==> config.mk <==
export PLATFORM = sky130hd
export DESIGN_NAME = angle_readout
export DESIGN_NICKNAME = d
export VERILOG_FILES = /design/src/rtl/angle_pkg.sv /design/src/rtl/gain_stage.sv /design/src/rtl/angle_cordic.sv /design/src/rtl/angle_readout.sv
export SDC_FILE = /design/constraint.sdc
export NUM_CORES = 2
export LEC_CHECK = 0
export ABC_AREA = 1
export BUFFER_PORTS_ARGS = -buffer_cell sky130_fd_sc_hd__buf_2
export CORE_MARGIN = 4
export CORE_UTILIZATION = 50
export CTS_BUF_LIST = sky130_fd_sc_hd__clkbuf_4 sky130_fd_sc_hd__clkbuf_8
export DETAILED_ROUTE_END_ITERATION = 10
export GPL_TIMING_DRIVEN = 0
export PLACE_DENSITY = 0.67
export RECOVER_POWER = 25
export SYNTH_ARGS = -nofsm -noshare
export SYNTH_HDL_FRONTEND = slang
export SYNTH_SLANG_ARGS = --single-unit
==> constraint.sdc <==
create_clock -name aclk -period 14.8 [get_ports aclk]
set_input_delay 0.74 -clock aclk [delete_from_list [all_inputs] [get_ports aclk]]
set_output_delay 0.74 -clock aclk [all_outputs]
set_load 0.03 [all_outputs]
==> src/rtl/angle_pkg.sv <==
// constants, types and layout shared by the angle readout block
// Functional notes
// - angle is computed from the two axes picked by the axis pair field.
// - angle result spans a full 360 degree turn, no folding.
// - gain field is a fraction, field value over 1024, scaling one axis.
// - gain select 00b means no correction; gain value ignored.
// - gain select 01b scales the X axis data feeding the angle.
// - gain select 10b scales the Y axis data instead of X.
// - result registers change only when a conversion finishes.
// - alert output tells the host a conversion has completed.
package angle_pkg;
  localparam int SAMPLE_W = 16;
  localparam int GAIN_W = 10;
  localparam int GAIN_SHIFT = 10;
  localparam int ANG_W = 14;
  localparam int MAG_W = 18;
  localparam int ITER = 11;
  localparam int ADDR_W = 6;
  // angle unit is 1/16 degree
  localparam logic [ANG_W-1:0] DEG_180 = 14'h0B40;
  localparam logic [ANG_W-1:0] DEG_360 = 14'h1680;
  // register byte offsets
  localparam logic [ADDR_W-1:0] OFS_ANGLE_CFG = 6'h00;
  localparam logic [ADDR_W-1:0] OFS_AMP_CFG = 6'h04;
  localparam logic [ADDR_W-1:0] OFS_X_RES = 6'h08;
  localparam logic [ADDR_W-1:0] OFS_Y_RES = 6'h0C;
  localparam logic [ADDR_W-1:0] OFS_Z_RES = 6'h10;
  localparam logic [ADDR_W-1:0] OFS_ANGLE_RES = 6'h14;
  localparam logic [ADDR_W-1:0] OFS_MAG_RES = 6'h18;
  localparam logic [ADDR_W-1:0] OFS_STATUS = 6'h1C;
  localparam logic [ADDR_W-1:0] OFS_CLEAR = 6'h20;
  localparam logic [ADDR_W-1:0] OFS_ENABLE = 6'h24;
  // field positions
  localparam int PAIR_LSB = 0;
  localparam int GAIN_VAL_LSB = 0;
  localparam int GAIN_SEL_LSB = 10;
  localparam int ST_DONE = 0;
  localparam int ST_OVERRUN = 1;
  localparam int ST_W = 2;
  // reset values
  localparam logic [1:0] PAIR_RST = 2'h0;
  localparam logic [1:0] GAIN_SEL_RST = 2'h0;
  localparam logic [GAIN_W-1:0] GAIN_VAL_RST = 10'h000;
  localparam logic [ST_W-1:0] ENABLE_RST = 2'h0;
  // alert pulse timing
  localparam int CLK_NS = 40;
  localparam int ALERT_NS = 200;
  localparam int ALERT_CYC = (ALERT_NS + CLK_NS - 1) / CLK_NS;
  localparam logic [1:0] RESP_OKAY = 2'h0;
  localparam logic [1:0] RESP_SLVERR = 2'h2;
  typedef enum logic [1:0] {
    GAIN_NONE = 2'h0,
    GAIN_X = 2'h1,
    GAIN_Y = 2'h2
  } gain_sel_t;
  typedef enum logic [1:0] {
    PAIR_XY = 2'h0,
    PAIR_YZ = 2'h1,
    PAIR_XZ = 2'h2
  } pair_t;
  typedef enum logic [1:0] {
    CORD_IDLE = 2'b01,
    CORD_RUN = 2'b10
  } cord_state_t;
  typedef struct packed {
    logic signed [SAMPLE_W-1:0] x;
    logic signed [SAMPLE_W-1:0] y;
    logic signed [SAMPLE_W-1:0] z;
  } sample_t;
  typedef struct packed {
    logic [GAIN_W-1:0] value;
    logic [1:0] sel;
  } gain_cfg_t;
endpackage : angle_pkg

==> src/rtl/gain_stage.sv <==
// one-cycle fractional gain on the x or y axis of a sample
`timescale 1ns/1ps
`default_nettype none
module gain_stage (
  input wire logic aclk,
  input wire logic aresetn,
  input wire logic in_valid,
  input wire angle_pkg::sample_t in_sample,
  input wire angle_pkg::gain_cfg_t cfg,
  output logic out_valid,
  output angle_pkg::sample_t out_sample
);
  // value * g / 1024, g below one so the result never grows
  function automatic logic signed [angle_pkg::SAMPLE_W-1:0] scale(
    input logic signed [angle_pkg::SAMPLE_W-1:0] v,
    input logic [angle_pkg::GAIN_W-1:0] g);
    logic signed [angle_pkg::SAMPLE_W+angle_pkg::GAIN_W:0] p;
    p = v * $signed({1'b0, g});
    scale = p[angle_pkg::GAIN_SHIFT +: angle_pkg::SAMPLE_W];
  endfunction : scale

  // valid follows input by one cycle
  always_ff @(posedge aclk) begin
    if (!aresetn) begin
      out_valid <= 1'b0;
    end else begin
      out_valid <= in_valid;
    end
  end

  // sample with the chosen axis scaled
  always_ff @(posedge aclk) begin
    if (!aresetn) begin
      out_sample <= '0;
    end else if (in_valid) begin
      out_sample <= in_sample;
      case (angle_pkg::gain_sel_t'(cfg.sel))
        angle_pkg::GAIN_X: out_sample.x <= scale(in_sample.x, cfg.value);
        angle_pkg::GAIN_Y: out_sample.y <= scale(in_sample.y, cfg.value);
        default: out_sample <= in_sample;
      endcase
    end
  end
endmodule : gain_stage
`default_nettype wire

==> src/rtl/angle_cordic.sv <==
// iterative vectoring cordic giving angle over a full turn and magnitude
`timescale 1ns/1ps
`default_nettype none
module angle_cordic (
  input wire logic aclk,
  input wire logic aresetn,
  input wire logic start,
  input wire logic signed [angle_pkg::SAMPLE_W-1:0] a_in,
  input wire logic signed [angle_pkg::SAMPLE_W-1:0] b_in,
  output logic done,
  output logic [angle_pkg::ANG_W-1:0] angle,
  output logic [angle_pkg::MAG_W-1:0] mag
);
  localparam int W = angle_pkg::MAG_W;
  localparam int AW = angle_pkg::ANG_W;
  angle_pkg::cord_state_t state_q;
  logic signed [W-1:0] x_q;
  logic signed [W-1:0] y_q;
  logic signed [AW-1:0] z_q;
  logic [3:0] it_q;

  // arctan(2^-i) in 1/16 degree
  function automatic logic signed [AW-1:0] atan_step(input logic [3:0] i);
    case (i)
      4'h0: atan_step = 14'sh02D0;
      4'h1: atan_step = 14'sh01A9;
      4'h2: atan_step = 14'sh00E1;
      4'h3: atan_step = 14'sh0072;
      4'h4: atan_step = 14'sh0039;
      4'h5: atan_step = 14'sh001D;
      4'h6: atan_step = 14'sh000E;
      4'h7: atan_step = 14'sh0007;
      4'h8: atan_step = 14'sh0004;
      4'h9: atan_step = 14'sh0002;
      default: atan_step = 14'sh0001;
    endcase
  endfunction : atan_step

  // rotate b towards zero; negative a pre-rotated by 180 degrees
  always_ff @(posedge aclk) begin
    if (!aresetn) begin
      state_q <= angle_pkg::CORD_IDLE;
      x_q <= '0;
      y_q <= '0;
      z_q <= '0;
      it_q <= 4'h0;
      done <= 1'b0;
      angle <= '0;
      mag <= '0;
    end else begin
      done <= 1'b0;
      case (state_q)
        angle_pkg::CORD_IDLE: begin
          if (start) begin
            it_q <= 4'h0;
            state_q <= angle_pkg::CORD_RUN;
            if (a_in < 0) begin
              x_q <= -W'(a_in);
              y_q <= -W'(b_in);
              z_q <= $signed(angle_pkg::DEG_180);
            end else begin
              x_q <= W'(a_in);
              y_q <= W'(b_in);
              z_q <= '0;
            end
          end
        end
        angle_pkg::CORD_RUN: begin
          if (y_q < 0) begin
            x_q <= x_q - (y_q >>> it_q);
            y_q <= y_q + (x_q >>> it_q);
            z_q <= z_q - atan_step(it_q);
          end else begin
            x_q <= x_q + (y_q >>> it_q);
            y_q <= y_q - (x_q >>> it_q);
            z_q <= z_q + atan_step(it_q);
          end
          if (it_q == 4'(angle_pkg::ITER - 1)) begin
            state_q <= angle_pkg::CORD_IDLE;
            done <= 1'b1;
          end else begin
            it_q <= it_q + 4'h1;
          end
        end
        default: state_q <= angle_pkg::CORD_IDLE;
      endcase
      // wrap negative angles into 0..360
      if (state_q == angle_pkg::CORD_RUN && it_q == 4'(angle_pkg::ITER - 1)) begin
        angle <= (z_q < 0) ? AW'(z_q + $signed(angle_pkg::DEG_360)) : z_q;
        mag <= x_q;
      end
    end
  end
endmodule : angle_cordic
`default_nettype wire

==> src/rtl/angle_readout.sv <==
// angle readout top: gain, cordic, result registers, alert and axi4-lite slave
`timescale 1ns/1ps
`default_nettype none
module angle_readout #(
  parameter int SAMPLE_W = 16,
  parameter int ALERT_CYC = angle_pkg::ALERT_CYC
) (
  input wire logic aclk,
  input wire logic aresetn,
  input wire logic [angle_pkg::ADDR_W-1:0] s_axi_awaddr,
  input wire logic s_axi_awvalid,
  output logic s_axi_awready,
  input wire logic [31:0] s_axi_wdata,
  input wire logic [3:0] s_axi_wstrb,
  input wire logic s_axi_wvalid,
  output logic s_axi_wready,
  output logic [1:0] s_axi_bresp,
  output logic s_axi_bvalid,
  input wire logic s_axi_bready,
  input wire logic [angle_pkg::ADDR_W-1:0] s_axi_araddr,
  input wire logic s_axi_arvalid,
  output logic s_axi_arready,
  output logic [31:0] s_axi_rdata,
  output logic [1:0] s_axi_rresp,
  output logic s_axi_rvalid,
  input wire logic s_axi_rready,
  input wire logic conv_done,
  input wire angle_pkg::sample_t conv_sample,
  output logic alert,
  output logic irq
);
  // the datapath is built for the packed sample width only
  if (SAMPLE_W != angle_pkg::SAMPLE_W) begin : g_chk_w
    $error("SAMPLE_W must match the package sample width");
  end
  if (ALERT_CYC < 1 || ALERT_CYC > 255) begin : g_chk_alert
    $error("ALERT_CYC must lie in 1..255");
  end

  typedef enum logic [3:0] {
    SEL_NONE, SEL_ANGLE_CFG, SEL_AMP_CFG, SEL_X, SEL_Y, SEL_Z,
    SEL_ANGLE, SEL_MAG, SEL_STATUS, SEL_CLEAR, SEL_ENABLE
  } reg_sel_t;

  // address decode shared by read and write paths
  function automatic reg_sel_t decode(input logic [angle_pkg::ADDR_W-1:0] a);
    if (a == angle_pkg::OFS_ANGLE_CFG) begin
      decode = SEL_ANGLE_CFG;
    end else if (a == angle_pkg::OFS_AMP_CFG) begin
      decode = SEL_AMP_CFG;
    end else if (a == angle_pkg::OFS_X_RES) begin
      decode = SEL_X;
    end else if (a == angle_pkg::OFS_Y_RES) begin
      decode = SEL_Y;
    end else if (a == angle_pkg::OFS_Z_RES) begin
      decode = SEL_Z;
    end else if (a == angle_pkg::OFS_ANGLE_RES) begin
      decode = SEL_ANGLE;
    end else if (a == angle_pkg::OFS_MAG_RES) begin
      decode = SEL_MAG;
    end else if (a == angle_pkg::OFS_STATUS) begin
      decode = SEL_STATUS;
    end else if (a == angle_pkg::OFS_CLEAR) begin
      decode = SEL_CLEAR;
    end else if (a == angle_pkg::OFS_ENABLE) begin
      decode = SEL_ENABLE;
    end else begin
      decode = SEL_NONE;
    end
  endfunction : decode

  // merge write data into a word under the byte strobes
  function automatic logic [31:0] merge(
    input logic [31:0] old,
    input logic [31:0] data,
    input logic [3:0] strb);
    merge = old;
    for (int i = 0; i < 4; i++) begin
      if (strb[i]) begin
        merge[8*i +: 8] = data[8*i +: 8];
      end
    end
  endfunction : merge

  // write channel holding registers
  logic aw_have_q;
  logic w_have_q;
  logic [angle_pkg::ADDR_W-1:0] awaddr_q;
  logic [31:0] wdata_q;
  logic [3:0] wstrb_q;
  logic wr_fire;
  reg_sel_t wr_sel;
  reg_sel_t rd_sel;

  // configuration and result state
  logic [1:0] pair_q;
  angle_pkg::gain_cfg_t gain_cfg_q;
  logic [31:0] amp_word;
  logic [31:0] amp_new;
  angle_pkg::sample_t raw_q;
  angle_pkg::sample_t res_q;
  logic [angle_pkg::ANG_W-1:0] angle_res_q;
  logic [angle_pkg::MAG_W-1:0] mag_res_q;
  logic [angle_pkg::ST_W-1:0] status_q;
  logic [angle_pkg::ST_W-1:0] status_d;
  logic [angle_pkg::ST_W-1:0] enable_q;
  logic [angle_pkg::ST_W-1:0] clr;
  logic [angle_pkg::ST_W-1:0] set;
  logic busy_q;
  logic accept;
  logic [7:0] alert_cnt_q;

  // datapath links
  logic gain_valid;
  angle_pkg::sample_t gain_sample;
  logic signed [angle_pkg::SAMPLE_W-1:0] a_sel;
  logic signed [angle_pkg::SAMPLE_W-1:0] b_sel;
  logic cord_done;
  logic [angle_pkg::ANG_W-1:0] cord_angle;
  logic [angle_pkg::MAG_W-1:0] cord_mag;

  assign wr_fire = aw_have_q && w_have_q && !s_axi_bvalid;
  assign wr_sel = decode(awaddr_q);
  assign rd_sel = decode(s_axi_araddr);

  // write address channel: one address held until the response
  always_ff @(posedge aclk) begin
    if (!aresetn) begin
      aw_have_q <= 1'b0;
      awaddr_q <= '0;
      s_axi_awready <= 1'b1;
    end else if (s_axi_awvalid && s_axi_awready) begin
      aw_have_q <= 1'b1;
      awaddr_q <= s_axi_awaddr;
      s_axi_awready <= 1'b0;
    end else if (s_axi_bvalid && s_axi_bready) begin
      aw_have_q <= 1'b0;
      s_axi_awready <= 1'b1;
    end
  end

  // write data channel, independent of the address order
  always_ff @(posedge aclk) begin
    if (!aresetn) begin
      w_have_q <= 1'b0;
      wdata_q <= '0;
      wstrb_q <= '0;
      s_axi_wready <= 1'b1;
    end else if (s_axi_wvalid && s_axi_wready) begin
      w_have_q <= 1'b1;
      wdata_q <= s_axi_wdata;
      wstrb_q <= s_axi_wstrb;
      s_axi_wready <= 1'b0;
    end else if (s_axi_bvalid && s_axi_bready) begin
      w_have_q <= 1'b0;
      s_axi_wready <= 1'b1;
    end
  end

  // write response once both halves are in; read-only targets error
  always_ff @(posedge aclk) begin
    if (!aresetn) begin
      s_axi_bvalid <= 1'b0;
      s_axi_bresp <= angle_pkg::RESP_OKAY;
    end else if (wr_fire) begin
      s_axi_bvalid <= 1'b1;
      if (wr_sel == SEL_ANGLE_CFG || wr_sel == SEL_AMP_CFG ||
          wr_sel == SEL_CLEAR || wr_sel == SEL_ENABLE) begin
        s_axi_bresp <= angle_pkg::RESP_OKAY;
      end else begin
        s_axi_bresp <= angle_pkg::RESP_SLVERR;
      end
    end else if (s_axi_bready) begin
      s_axi_bvalid <= 1'b0;
    end
  end

  // axis pair for the angle
  always_ff @(posedge aclk) begin
    if (!aresetn) begin
      pair_q <= angle_pkg::PAIR_RST;
    end else if (wr_fire && wr_sel == SEL_ANGLE_CFG && wstrb_q[0]) begin
      pair_q <= wdata_q[angle_pkg::PAIR_LSB +: 2];
    end
  end

  // gain configuration word
  assign amp_word = {20'h00000, gain_cfg_q.sel, gain_cfg_q.value};
  assign amp_new = merge(amp_word, wdata_q, wstrb_q);
  always_ff @(posedge aclk) begin
    if (!aresetn) begin
      gain_cfg_q.sel <= angle_pkg::GAIN_SEL_RST;
      gain_cfg_q.value <= angle_pkg::GAIN_VAL_RST;
    end else if (wr_fire && wr_sel == SEL_AMP_CFG) begin
      gain_cfg_q.sel <= amp_new[angle_pkg::GAIN_SEL_LSB +: 2];
      gain_cfg_q.value <= amp_new[angle_pkg::GAIN_VAL_LSB +: angle_pkg::GAIN_W];
    end
  end

  // interrupt enable register
  always_ff @(posedge aclk) begin
    if (!aresetn) begin
      enable_q <= angle_pkg::ENABLE_RST;
    end else if (wr_fire && wr_sel == SEL_ENABLE && wstrb_q[0]) begin
      enable_q <= wdata_q[angle_pkg::ST_W-1:0];
    end
  end

  // read channel; rdata registered at the address handshake
  always_ff @(posedge aclk) begin
    if (!aresetn) begin
      s_axi_arready <= 1'b1;
      s_axi_rvalid <= 1'b0;
      s_axi_rdata <= '0;
      s_axi_rresp <= angle_pkg::RESP_OKAY;
    end else if (s_axi_arvalid && s_axi_arready) begin
      s_axi_arready <= 1'b0;
      s_axi_rvalid <= 1'b1;
      s_axi_rresp <= angle_pkg::RESP_OKAY;
      s_axi_rdata <= '0;
      if (rd_sel == SEL_ANGLE_CFG) begin
        s_axi_rdata <= {30'h00000000, pair_q};
      end else if (rd_sel == SEL_AMP_CFG) begin
        s_axi_rdata <= amp_word;
      end else if (rd_sel == SEL_X) begin
        s_axi_rdata <= {{16{res_q.x[15]}}, res_q.x};
      end else if (rd_sel == SEL_Y) begin
        s_axi_rdata <= {{16{res_q.y[15]}}, res_q.y};
      end else if (rd_sel == SEL_Z) begin
        s_axi_rdata <= {{16{res_q.z[15]}}, res_q.z};
      end else if (rd_sel == SEL_ANGLE) begin
        s_axi_rdata <= {18'h00000, angle_res_q};
      end else if (rd_sel == SEL_MAG) begin
        s_axi_rdata <= {14'h0000, mag_res_q};
      end else if (rd_sel == SEL_STATUS) begin
        s_axi_rdata <= {30'h00000000, status_q};
      end else if (rd_sel == SEL_ENABLE) begin
        s_axi_rdata <= {30'h00000000, enable_q};
      end else if (rd_sel == SEL_NONE) begin
        s_axi_rresp <= angle_pkg::RESP_SLVERR;
      end
    end else if (s_axi_rvalid && s_axi_rready) begin
      s_axi_rvalid <= 1'b0;
      s_axi_arready <= 1'b1;
    end
  end

  // a conversion is taken only while the angle path is free
  assign accept = conv_done && !busy_q;
  always_ff @(posedge aclk) begin
    if (!aresetn) begin
      busy_q <= 1'b0;
    end else if (accept) begin
      busy_q <= 1'b1;
    end else if (cord_done) begin
      busy_q <= 1'b0;
    end
  end

  // raw axes wait here so results appear together with the angle
  always_ff @(posedge aclk) begin
    if (!aresetn) begin
      raw_q <= '0;
    end else if (accept) begin
      raw_q <= conv_sample;
    end
  end

  gain_stage u_gain (
    .aclk(aclk),
    .aresetn(aresetn),
    .in_valid(accept),
    .in_sample(conv_sample),
    .cfg(gain_cfg_q),
    .out_valid(gain_valid),
    .out_sample(gain_sample)
  );

  // pick cosine and sine axes from the selected pair
  always_comb begin
    a_sel = gain_sample.x;
    b_sel = gain_sample.y;
    case (angle_pkg::pair_t'(pair_q))
      angle_pkg::PAIR_YZ: begin
        a_sel = gain_sample.y;
        b_sel = gain_sample.z;
      end
      angle_pkg::PAIR_XZ: begin
        a_sel = gain_sample.x;
        b_sel = gain_sample.z;
      end
      default: begin
        a_sel = gain_sample.x;
        b_sel = gain_sample.y;
      end
    endcase
  end

  angle_cordic u_cordic (
    .aclk(aclk),
    .aresetn(aresetn),
    .start(gain_valid),
    .a_in(a_sel),
    .b_in(b_sel),
    .done(cord_done),
    .angle(cord_angle),
    .mag(cord_mag)
  );

  // results move only at conversion end, reads see old values till then
  always_ff @(posedge aclk) begin
    if (!aresetn) begin
      res_q <= '0;
      angle_res_q <= '0;
      mag_res_q <= '0;
    end else if (cord_done) begin
      res_q <= raw_q;
      angle_res_q <= cord_angle;
      mag_res_q <= cord_mag;
    end
  end

  // sticky status; a set in the clearing cycle survives
  always_comb begin
    set = '0;
    set[angle_pkg::ST_DONE] = cord_done;
    set[angle_pkg::ST_OVERRUN] = conv_done && busy_q;
    clr = '0;
    if (wr_fire && wr_sel == SEL_CLEAR && wstrb_q[0]) begin
      clr = wdata_q[angle_pkg::ST_W-1:0];
    end
    status_d = (status_q & ~clr) | set;
  end

  always_ff @(posedge aclk) begin
    if (!aresetn) begin
      status_q <= '0;
    end else begin
      status_q <= status_d;
    end
  end

  // level interrupt from enabled status bits
  always_ff @(posedge aclk) begin
    if (!aresetn) begin
      irq <= 1'b0;
    end else begin
      irq <= |(status_d & enable_q);
    end
  end

  // alert pulse of fixed length when fresh results land
  always_ff @(posedge aclk) begin
    if (!aresetn) begin
      alert_cnt_q <= 8'h00;
      alert <= 1'b0;
    end else if (cord_done) begin
      alert_cnt_q <= 8'(ALERT_CYC - 1);
      alert <= 1'b1;
    end else if (alert_cnt_q != 8'h00) begin
      alert_cnt_q <= alert_cnt_q - 8'h01;
    end else begin
      alert <= 1'b0;
    end
  end
endmodule : angle_readout
`default_nettype wire

Word-level counts from Yosys, hierarchy flattened

Memories as Yosys holds them, arrays and structs flattened. A register that Yosys moved wholly into a read port is not among the register bits.
Index checks and enable logic that the tools add are counted.

Register bits: 342
Memory bits (read-only): 320
Input bits: 104
Memories: 2

Memories:

| memory          | words | bits a word | read ports | clocked after Yosys merged registers in | write ports | line               | source |
|---|---|---|---|---|---|---|---|
| (no name shown) | 16    | 10          | 1          | 1                                       | 0           | angle_cordic.sv:24 | `case (i)` |
| (no name shown) | 16    | 10          | 1          | 1                                       | 0           | angle_cordic.sv:24 |  |

Add/subtract/negate cells: 11
Multiply operators: 2
$lt $le $gt $ge: 3
Equal/unequal tests: 42
Shift operators: 2
Muxes and demuxes: 93
Bitwise operators: 5
Reduce and logical (&&, ||, !) cells: 42

Operators by type and width:

| kind                                                                           | count |
|---|---|
| 32-bit two-way mux                                                             | 5 |
| 18-bit two-way mux                                                             | 8 |
| 14-bit two-way mux                                                             | 9 |
| 4-bit two-way mux                                                              | 26 |
| 18-bit one-hot mux with 2 select lines                                         | 2 |
| 16-bit two-way mux                                                             | 4 |
| 16-bit by 11-bit multiplier with 26-bit output                                 | 2 |
| 6-bit by 5-bit == test with 1-bit output (second input constant)               | 8 |
| 18-bit adder                                                                   | 2 |
| 16-bit negation with 18-bit output                                             | 2 |
| 18-bit by 4-bit >>> shifter with 18-bit output                                 | 2 |
| 18-bit subtractor                                                              | 2 |
| 2-bit two-way mux                                                              | 16 |
| 14-bit one-hot mux with 2 select lines                                         | 1 |
| 6-bit by 4-bit == test with 1-bit output (second input constant)               | 4 |
| 6-bit == test (second input constant)                                          | 4 |
| 4-bit == test (second input constant)                                          | 5 |
| 18-bit by 1-bit less-than comparator with 1-bit output (second input constant) | 1 |
| 1-bit logical AND                                                              | 17 |
| 1-bit two-way mux                                                              | 17 |
| 4-bit by 3-bit == test with 1-bit output (second input constant)               | 4 |
| 16-bit by 1-bit less-than comparator with 1-bit output (second input constant) | 1 |
| 14-bit adder                                                                   | 1 |
| 14-bit adder (second input constant)                                           | 1 |
| other kinds (28)                                                               | 56 |

Depth between registers and ports, before layout

Word-level depth: 22
Gate-level depth with buffers: 30
Depth with buffers taken out: 28

Modules after synthesis

From an unflattened synthesis, not the netlist that was laid out.

Cell total of the unflattened synthesis: 4,728
Area total of the unflattened synthesis: 32,537.5 um^2

By module, submodules not included:

| module        | times used | cells an instance | area each (um^2) | seq. area each (um^2) |
|---|---|---|---|---|
| gain_stage    | 1          | 2,067             | 14,664.1         | 980.9 |
| angle_cordic  | 1          | 1,517             | 9,335.2          | 1,981.9 |
| angle_readout | 1          | 1,144             | 8,538.2          | 4,103.9 |

Least setup slack after synthesis

OpenSTA, ideal clock, no wires.

Path kind: input to register
Start: in conv_sample[24] (netlist name)
End: reg u_gain.out_sample[28] (netlist name)
Setup time: 132 ps
Arrival: 5,284 ps
Data required time: 14,668 ps
Slack: 9,384 ps
Cell stages on the path: 22
Path buffers: 1
Cells stage by stage: clkbuf_1 nand2_1 fa_1 fa_1 inv_1 fa_1 fa_1 inv_1 fa_1 inv_1 ha_1 inv_1 nor3_1 inv_1 o21ai_0 nor2_1 o21ai_1 nand2_1 nand2_1 nor2_1 o21ai_0 a21oi_1

Longest elaborated chain between the ends: 2

RTL lines:

| element                                        | line                | source |
|---|---|---|
| from (decl)                                    | angle_readout.sv:28 | `input wire angle_pkg::sample_t conv_sample,` |
| 16-bit by 11-bit multiplier with 26-bit output | gain_stage.sv:18    | `p = v * $signed({1'b0, g});` |
| 16-bit two-way mux                             | gain_stage.sv:37    | `case (angle_pkg::gain_sel_t'(cfg.sel))` |
| to (signal assigned)                           | gain_stage.sv:36    | `out_sample <= in_sample;` |
| to (signal assigned)                           | gain_stage.sv:40    | `default: out_sample <= in_sample;` |
| to (decl)                                      | gain_stage.sv:11    | `output angle_pkg::sample_t out_sample` |

Every way passes these cells.
A chain may end at the register's enable or synchronous reset.

Final worst setup path

Start: reg gain_cfg_q, in the netlist amp_word[4]
End: reg u_gain.out_sample[28] (netlist name)

Longest elaborated chain between the ends: 2

RTL lines:

| element                                        | line                | source |
|---|---|---|
| from (decl)                                    | angle_readout.sv:97 | `angle_pkg::gain_cfg_t gain_cfg_q;` |
| 16-bit by 11-bit multiplier with 26-bit output | gain_stage.sv:18    |  |
| 16-bit two-way mux                             | gain_stage.sv:37    |  |

Every way passes these cells.

==> impl_metrics.csv <==
group,metric,value,unit
route,ant_nets,0,
route,wirelength,107,mm
sta,slew_viol_final,0,
logic_synthesis,ys.flop_type,"dfxtp_1",
global_route,grt_overflow,0,
die,dieWidth,258,um
clock_tree,cts-hold-fix-buffers,0,
min_path,hold_start,"s_axi_wdata[7]",
setup_path,critical_path_arrival,7.22,ns
logic_synthesis,synth_warnings,0,
clock_tree,cts_setup_buffers,0,
setup_path,reg2reg_from,"amp_word[4]",
logic_synthesis,synth_cells,4488,
sta,worst_slew_pin_slew,1.19,ns
sta,holdWs,0.347,ns
placement,portBuffers,119,
sta,post-route-period-util,45.5,%
final_layout,drive_above_1_share,6.40,%
setup_path,max_stage_delay,0.74,ns
sta,grt_setup_unrepaired,"no",
die,dieArea,66500,um2
clock_tree,cts_resized,0,
placement,hpwl,87.4,mm
sta,fmax,148,MHz
final_layout,final_cells,5539,
outcome,outcome,"finished, final reports clean",
setup_path,crit_path_start,"amp_word[4]",
final_layout,layout-area-overhead-vs-synth,8.93,%
logic_synthesis,syn_avg_cell_area,6.95,um2
sta,hold_violations,0,
power,peakVddDrop,0.0957,mV
logic_synthesis,synthMuxAreaShare,0.0321,%
clock_tree,clock-root-buffer,"clkbuf_8",
setup_path,r2r_end,"u_gain.out_sample[28]",
setup_path,required,15.29,ns
logic_synthesis,synth_compound_area_share,15.8,%
die,row_count,91,
die,core,61700,um2
logic_synthesis,synth_top_family_by_area,"adder cells",
placement,dp.cells,5445,
global_route,grt_first_pass_wirelength,165,mm
clock_tree,worst_setup_hold_path_clk_slew,0.07,ns
final_layout,diodes,0,
sta,fin_skew,0.0495,ns
logic_synthesis,synthTopCellsByArea,"dfxtp_1 22%, fa_1 18%, nand2_1 11%",
route,via_count,30000,
logic_synthesis,yosys.area_share.simple,22.0,%
route,detail_route.wl_per_cell,19.3,um
power,p_per_area,72.5,nW/um2
logic_synthesis,syn-cell-area,31200,um2
logic_synthesis,yosys.area_share.adder,25.3,%
final_layout,nets,5228,
setup_path,cp_max_fo,10,
setup_path,r2r_slack,8.06,ns
power,leakage,17.8,nW
logic_synthesis,synth_top_area_share,21.6,%
route,dr.pass1.iters,6,
setup_path,path_cells,"clkbuf_1 -> clkbuf_1 -> nand2_1 -> fa_1 -> fa_1 -> inv_1 -> fa_1 -> fa_1 -> inv_1 -> fa_1 -> inv_1 -> ha_1 -> inv_1 -> nor3_1 -> inv_1 -> o21ai_0 -> nor2_1 -> o21ai_1 -> nand2_1 -> nand2_1 -> nor2_1 -> o21ai_0 -> a21oi_1",
logic_synthesis,synth_top_area_cell,"dfxtp_1",
global_route,grt_pass1_vias,29300,
setup_path,start_kind,"flop",
logic_synthesis,synth_cell_types,59,
logic_synthesis,async_flop_share,0,%
logic_synthesis,ys_seq_area_share,21.6,%
sta,fin_setup_tns,0,ns
route,first_iter_violations,2551,
route,drc,0,
placement,gp_congestion,1.00,
clock_tree,htree_levels,2,
sta,period_minus_slack,6.74,ns
min_path,hold_end,"wdata_q[7]",
clock_tree,cts_tree,"done",
setup_path,crit_buf_inv,7,
die,initial_core_util,50.6,%
setup_path,critPathKind,"flop to flop",
global_route,grt_max_degree,17,
clock_tree,insertion_delay,0.66,ns
logic_synthesis,synth_edf_count,0,
setup_path,cp_slowest_cell,"clkbuf_1",
logic_synthesis,synth-xor-area-share,2.36,%
clock_tree,clock_sinks,337,
setup_path,cp.depth,23,
min_path,min-delay-path-class,"input pin to flop",
setup_path,cp-end-kind,"flop",
setup_path,timing.critical_path.max_delay_family,"adder cells",
global_route,antenna_found_initial,1,
final_layout,num-fill-cells,6302,
global_route,track_usage,31.6,%
sta,setup_viol,0,
route,vias_per_cell,5.41,
sta,slew_headroom,20.7,%
setup_path,worstRegToRegCells,23,
flow_run,cap_violations,0,
die,dieHeight,258,um
min_path,hold-path-cell-count,3,
clock_tree,clockBufferDepth,3,
clock_tree,cts_buffers,55,
logic_synthesis,ys_seq_elements,337,
die,pin_count,147,
==> routing by layer <==
metal / share of wire (%) / vias to the layer above / track usage [%]
met2: 47 / 963 / 53.8
met1: 42 / 14300 / 40.8
met4: 4.7 / 0 / 12.7
met3: 5.8 / 222 / 4.15
met5: 0 / - / 0
li1: - / 14500 / -
==> cell usage in the layout (no fill, tap or decap), types with 17 or more instances in the layout <==
cell,netlist,final
buf_4,17,17
dfxtp_1,337,337
fa_1,285,285
nor3_1,37,37
nor2_1,389,389
ha_1,174,174
clkbuf_1,184,205
o211ai_1,28,28
a31oi_1,33,33
inv_1,790,791
xnor2_1,36,36
o21ai_0,396,396
clkbuf_8,0,68
xor2_1,48,48
clkbuf_4,0,18
nand4_1,34,34
buf_2,28,126
nand3_1,206,206
a21oi_1,342,342
nand2_1,933,933
==> worst min-delay path, stage by stage <==
cell     delay [ns]
buf_2          0.09
o21ai_0        0.07
nor2_1         0.08
==> Yosys cell counts (15+ instances only) <==
cell and number:
dfxtp_1 337, nand2_1 933, ha_1 174, o211ai_1 28, nand4_1 34, xnor2_1 36
nor2_1 389, buf_4 17, xor2_1 48, nand3_1 206, clkbuf_1 184, a21oi_1 342
a31oi_1 33, nor3_1 37, inv_1 790, a221oi_1 15, o21ai_0 396, fa_1 285
buf_2 28
==> sequential cells by signal, indices dropped and copies added, names as in the netlist, 4 cells and up, named ones only <==
name	cells
u_cordic.mag	18
u_cordic.z_q	14
raw_q	32
u_gain.out_sample	48
u_cordic.x_q	18
angle_res_q	14
u_cordic.it_q	4
u_cordic.y_q	18
s_axi_rdata	19
u_cordic.angle	14
awaddr_q	6
res_q	48
wdata_q	12
alert_cnt_q	8
mag_res_q	18
amp_word	12
==> logic make-up after synthesis <==
family / count (synthesis)
compound gates: 905
xor+xnor: 84
fa+ha+maj: 459
buf+inv: 1043
flops: 337
mux: 1
other cells: 1
simple gates: 1658
==> power breakdown <==
group          internal, mW  leakage [nW]  total (mW)  switching [mW]
registers             0.949          2.74       0.986          0.0377
clock network         0.478         0.620       0.881           0.403
logic                 0.189          14.5       0.597           0.407
==> cell type report <==
cell class                 count  area [um2]  area share, %
inverter                     805        3030           8.90
multi-input combinational   3109       20400           60.1
timing repair buffer         119         571           1.68
sequential                   337        6750           19.8
buffer                       238        1020           3.00
clock inverter                 8        95.1          0.280
tap                          837        1050           3.08
clock buffer                  86        1070           3.15
==> through the flow <==
step                      util [%]  area, um2  power, mW  setup WS [ns]
after CTS                     55.1      34000       2.45           8.09
after floorplan                  -      31200       1.41           9.38
after detailed placement      53.2      32900       1.59           8.12
after global routing          55.1      34000       2.57           7.67
after global placement        53.2      32900       1.58           8.21
final                         55.1      34000       2.46           8.06
==> how the worst max path moves through the flow <==
stage	end	slack (ns)
2_1_floorplan	u_gain.out_sample[28]	9.38
3_3_place_gp	u_gain.out_sample[28]	8.21
3_5_place_dp	u_gain.out_sample[28]	8.12
4_1_cts	u_gain.out_sample[28]	8.09
5_1_grt	u_gain.out_sample[28]	7.67
6_report	u_gain.out_sample[28]	8.06
(Power assumes the default switching activity.)
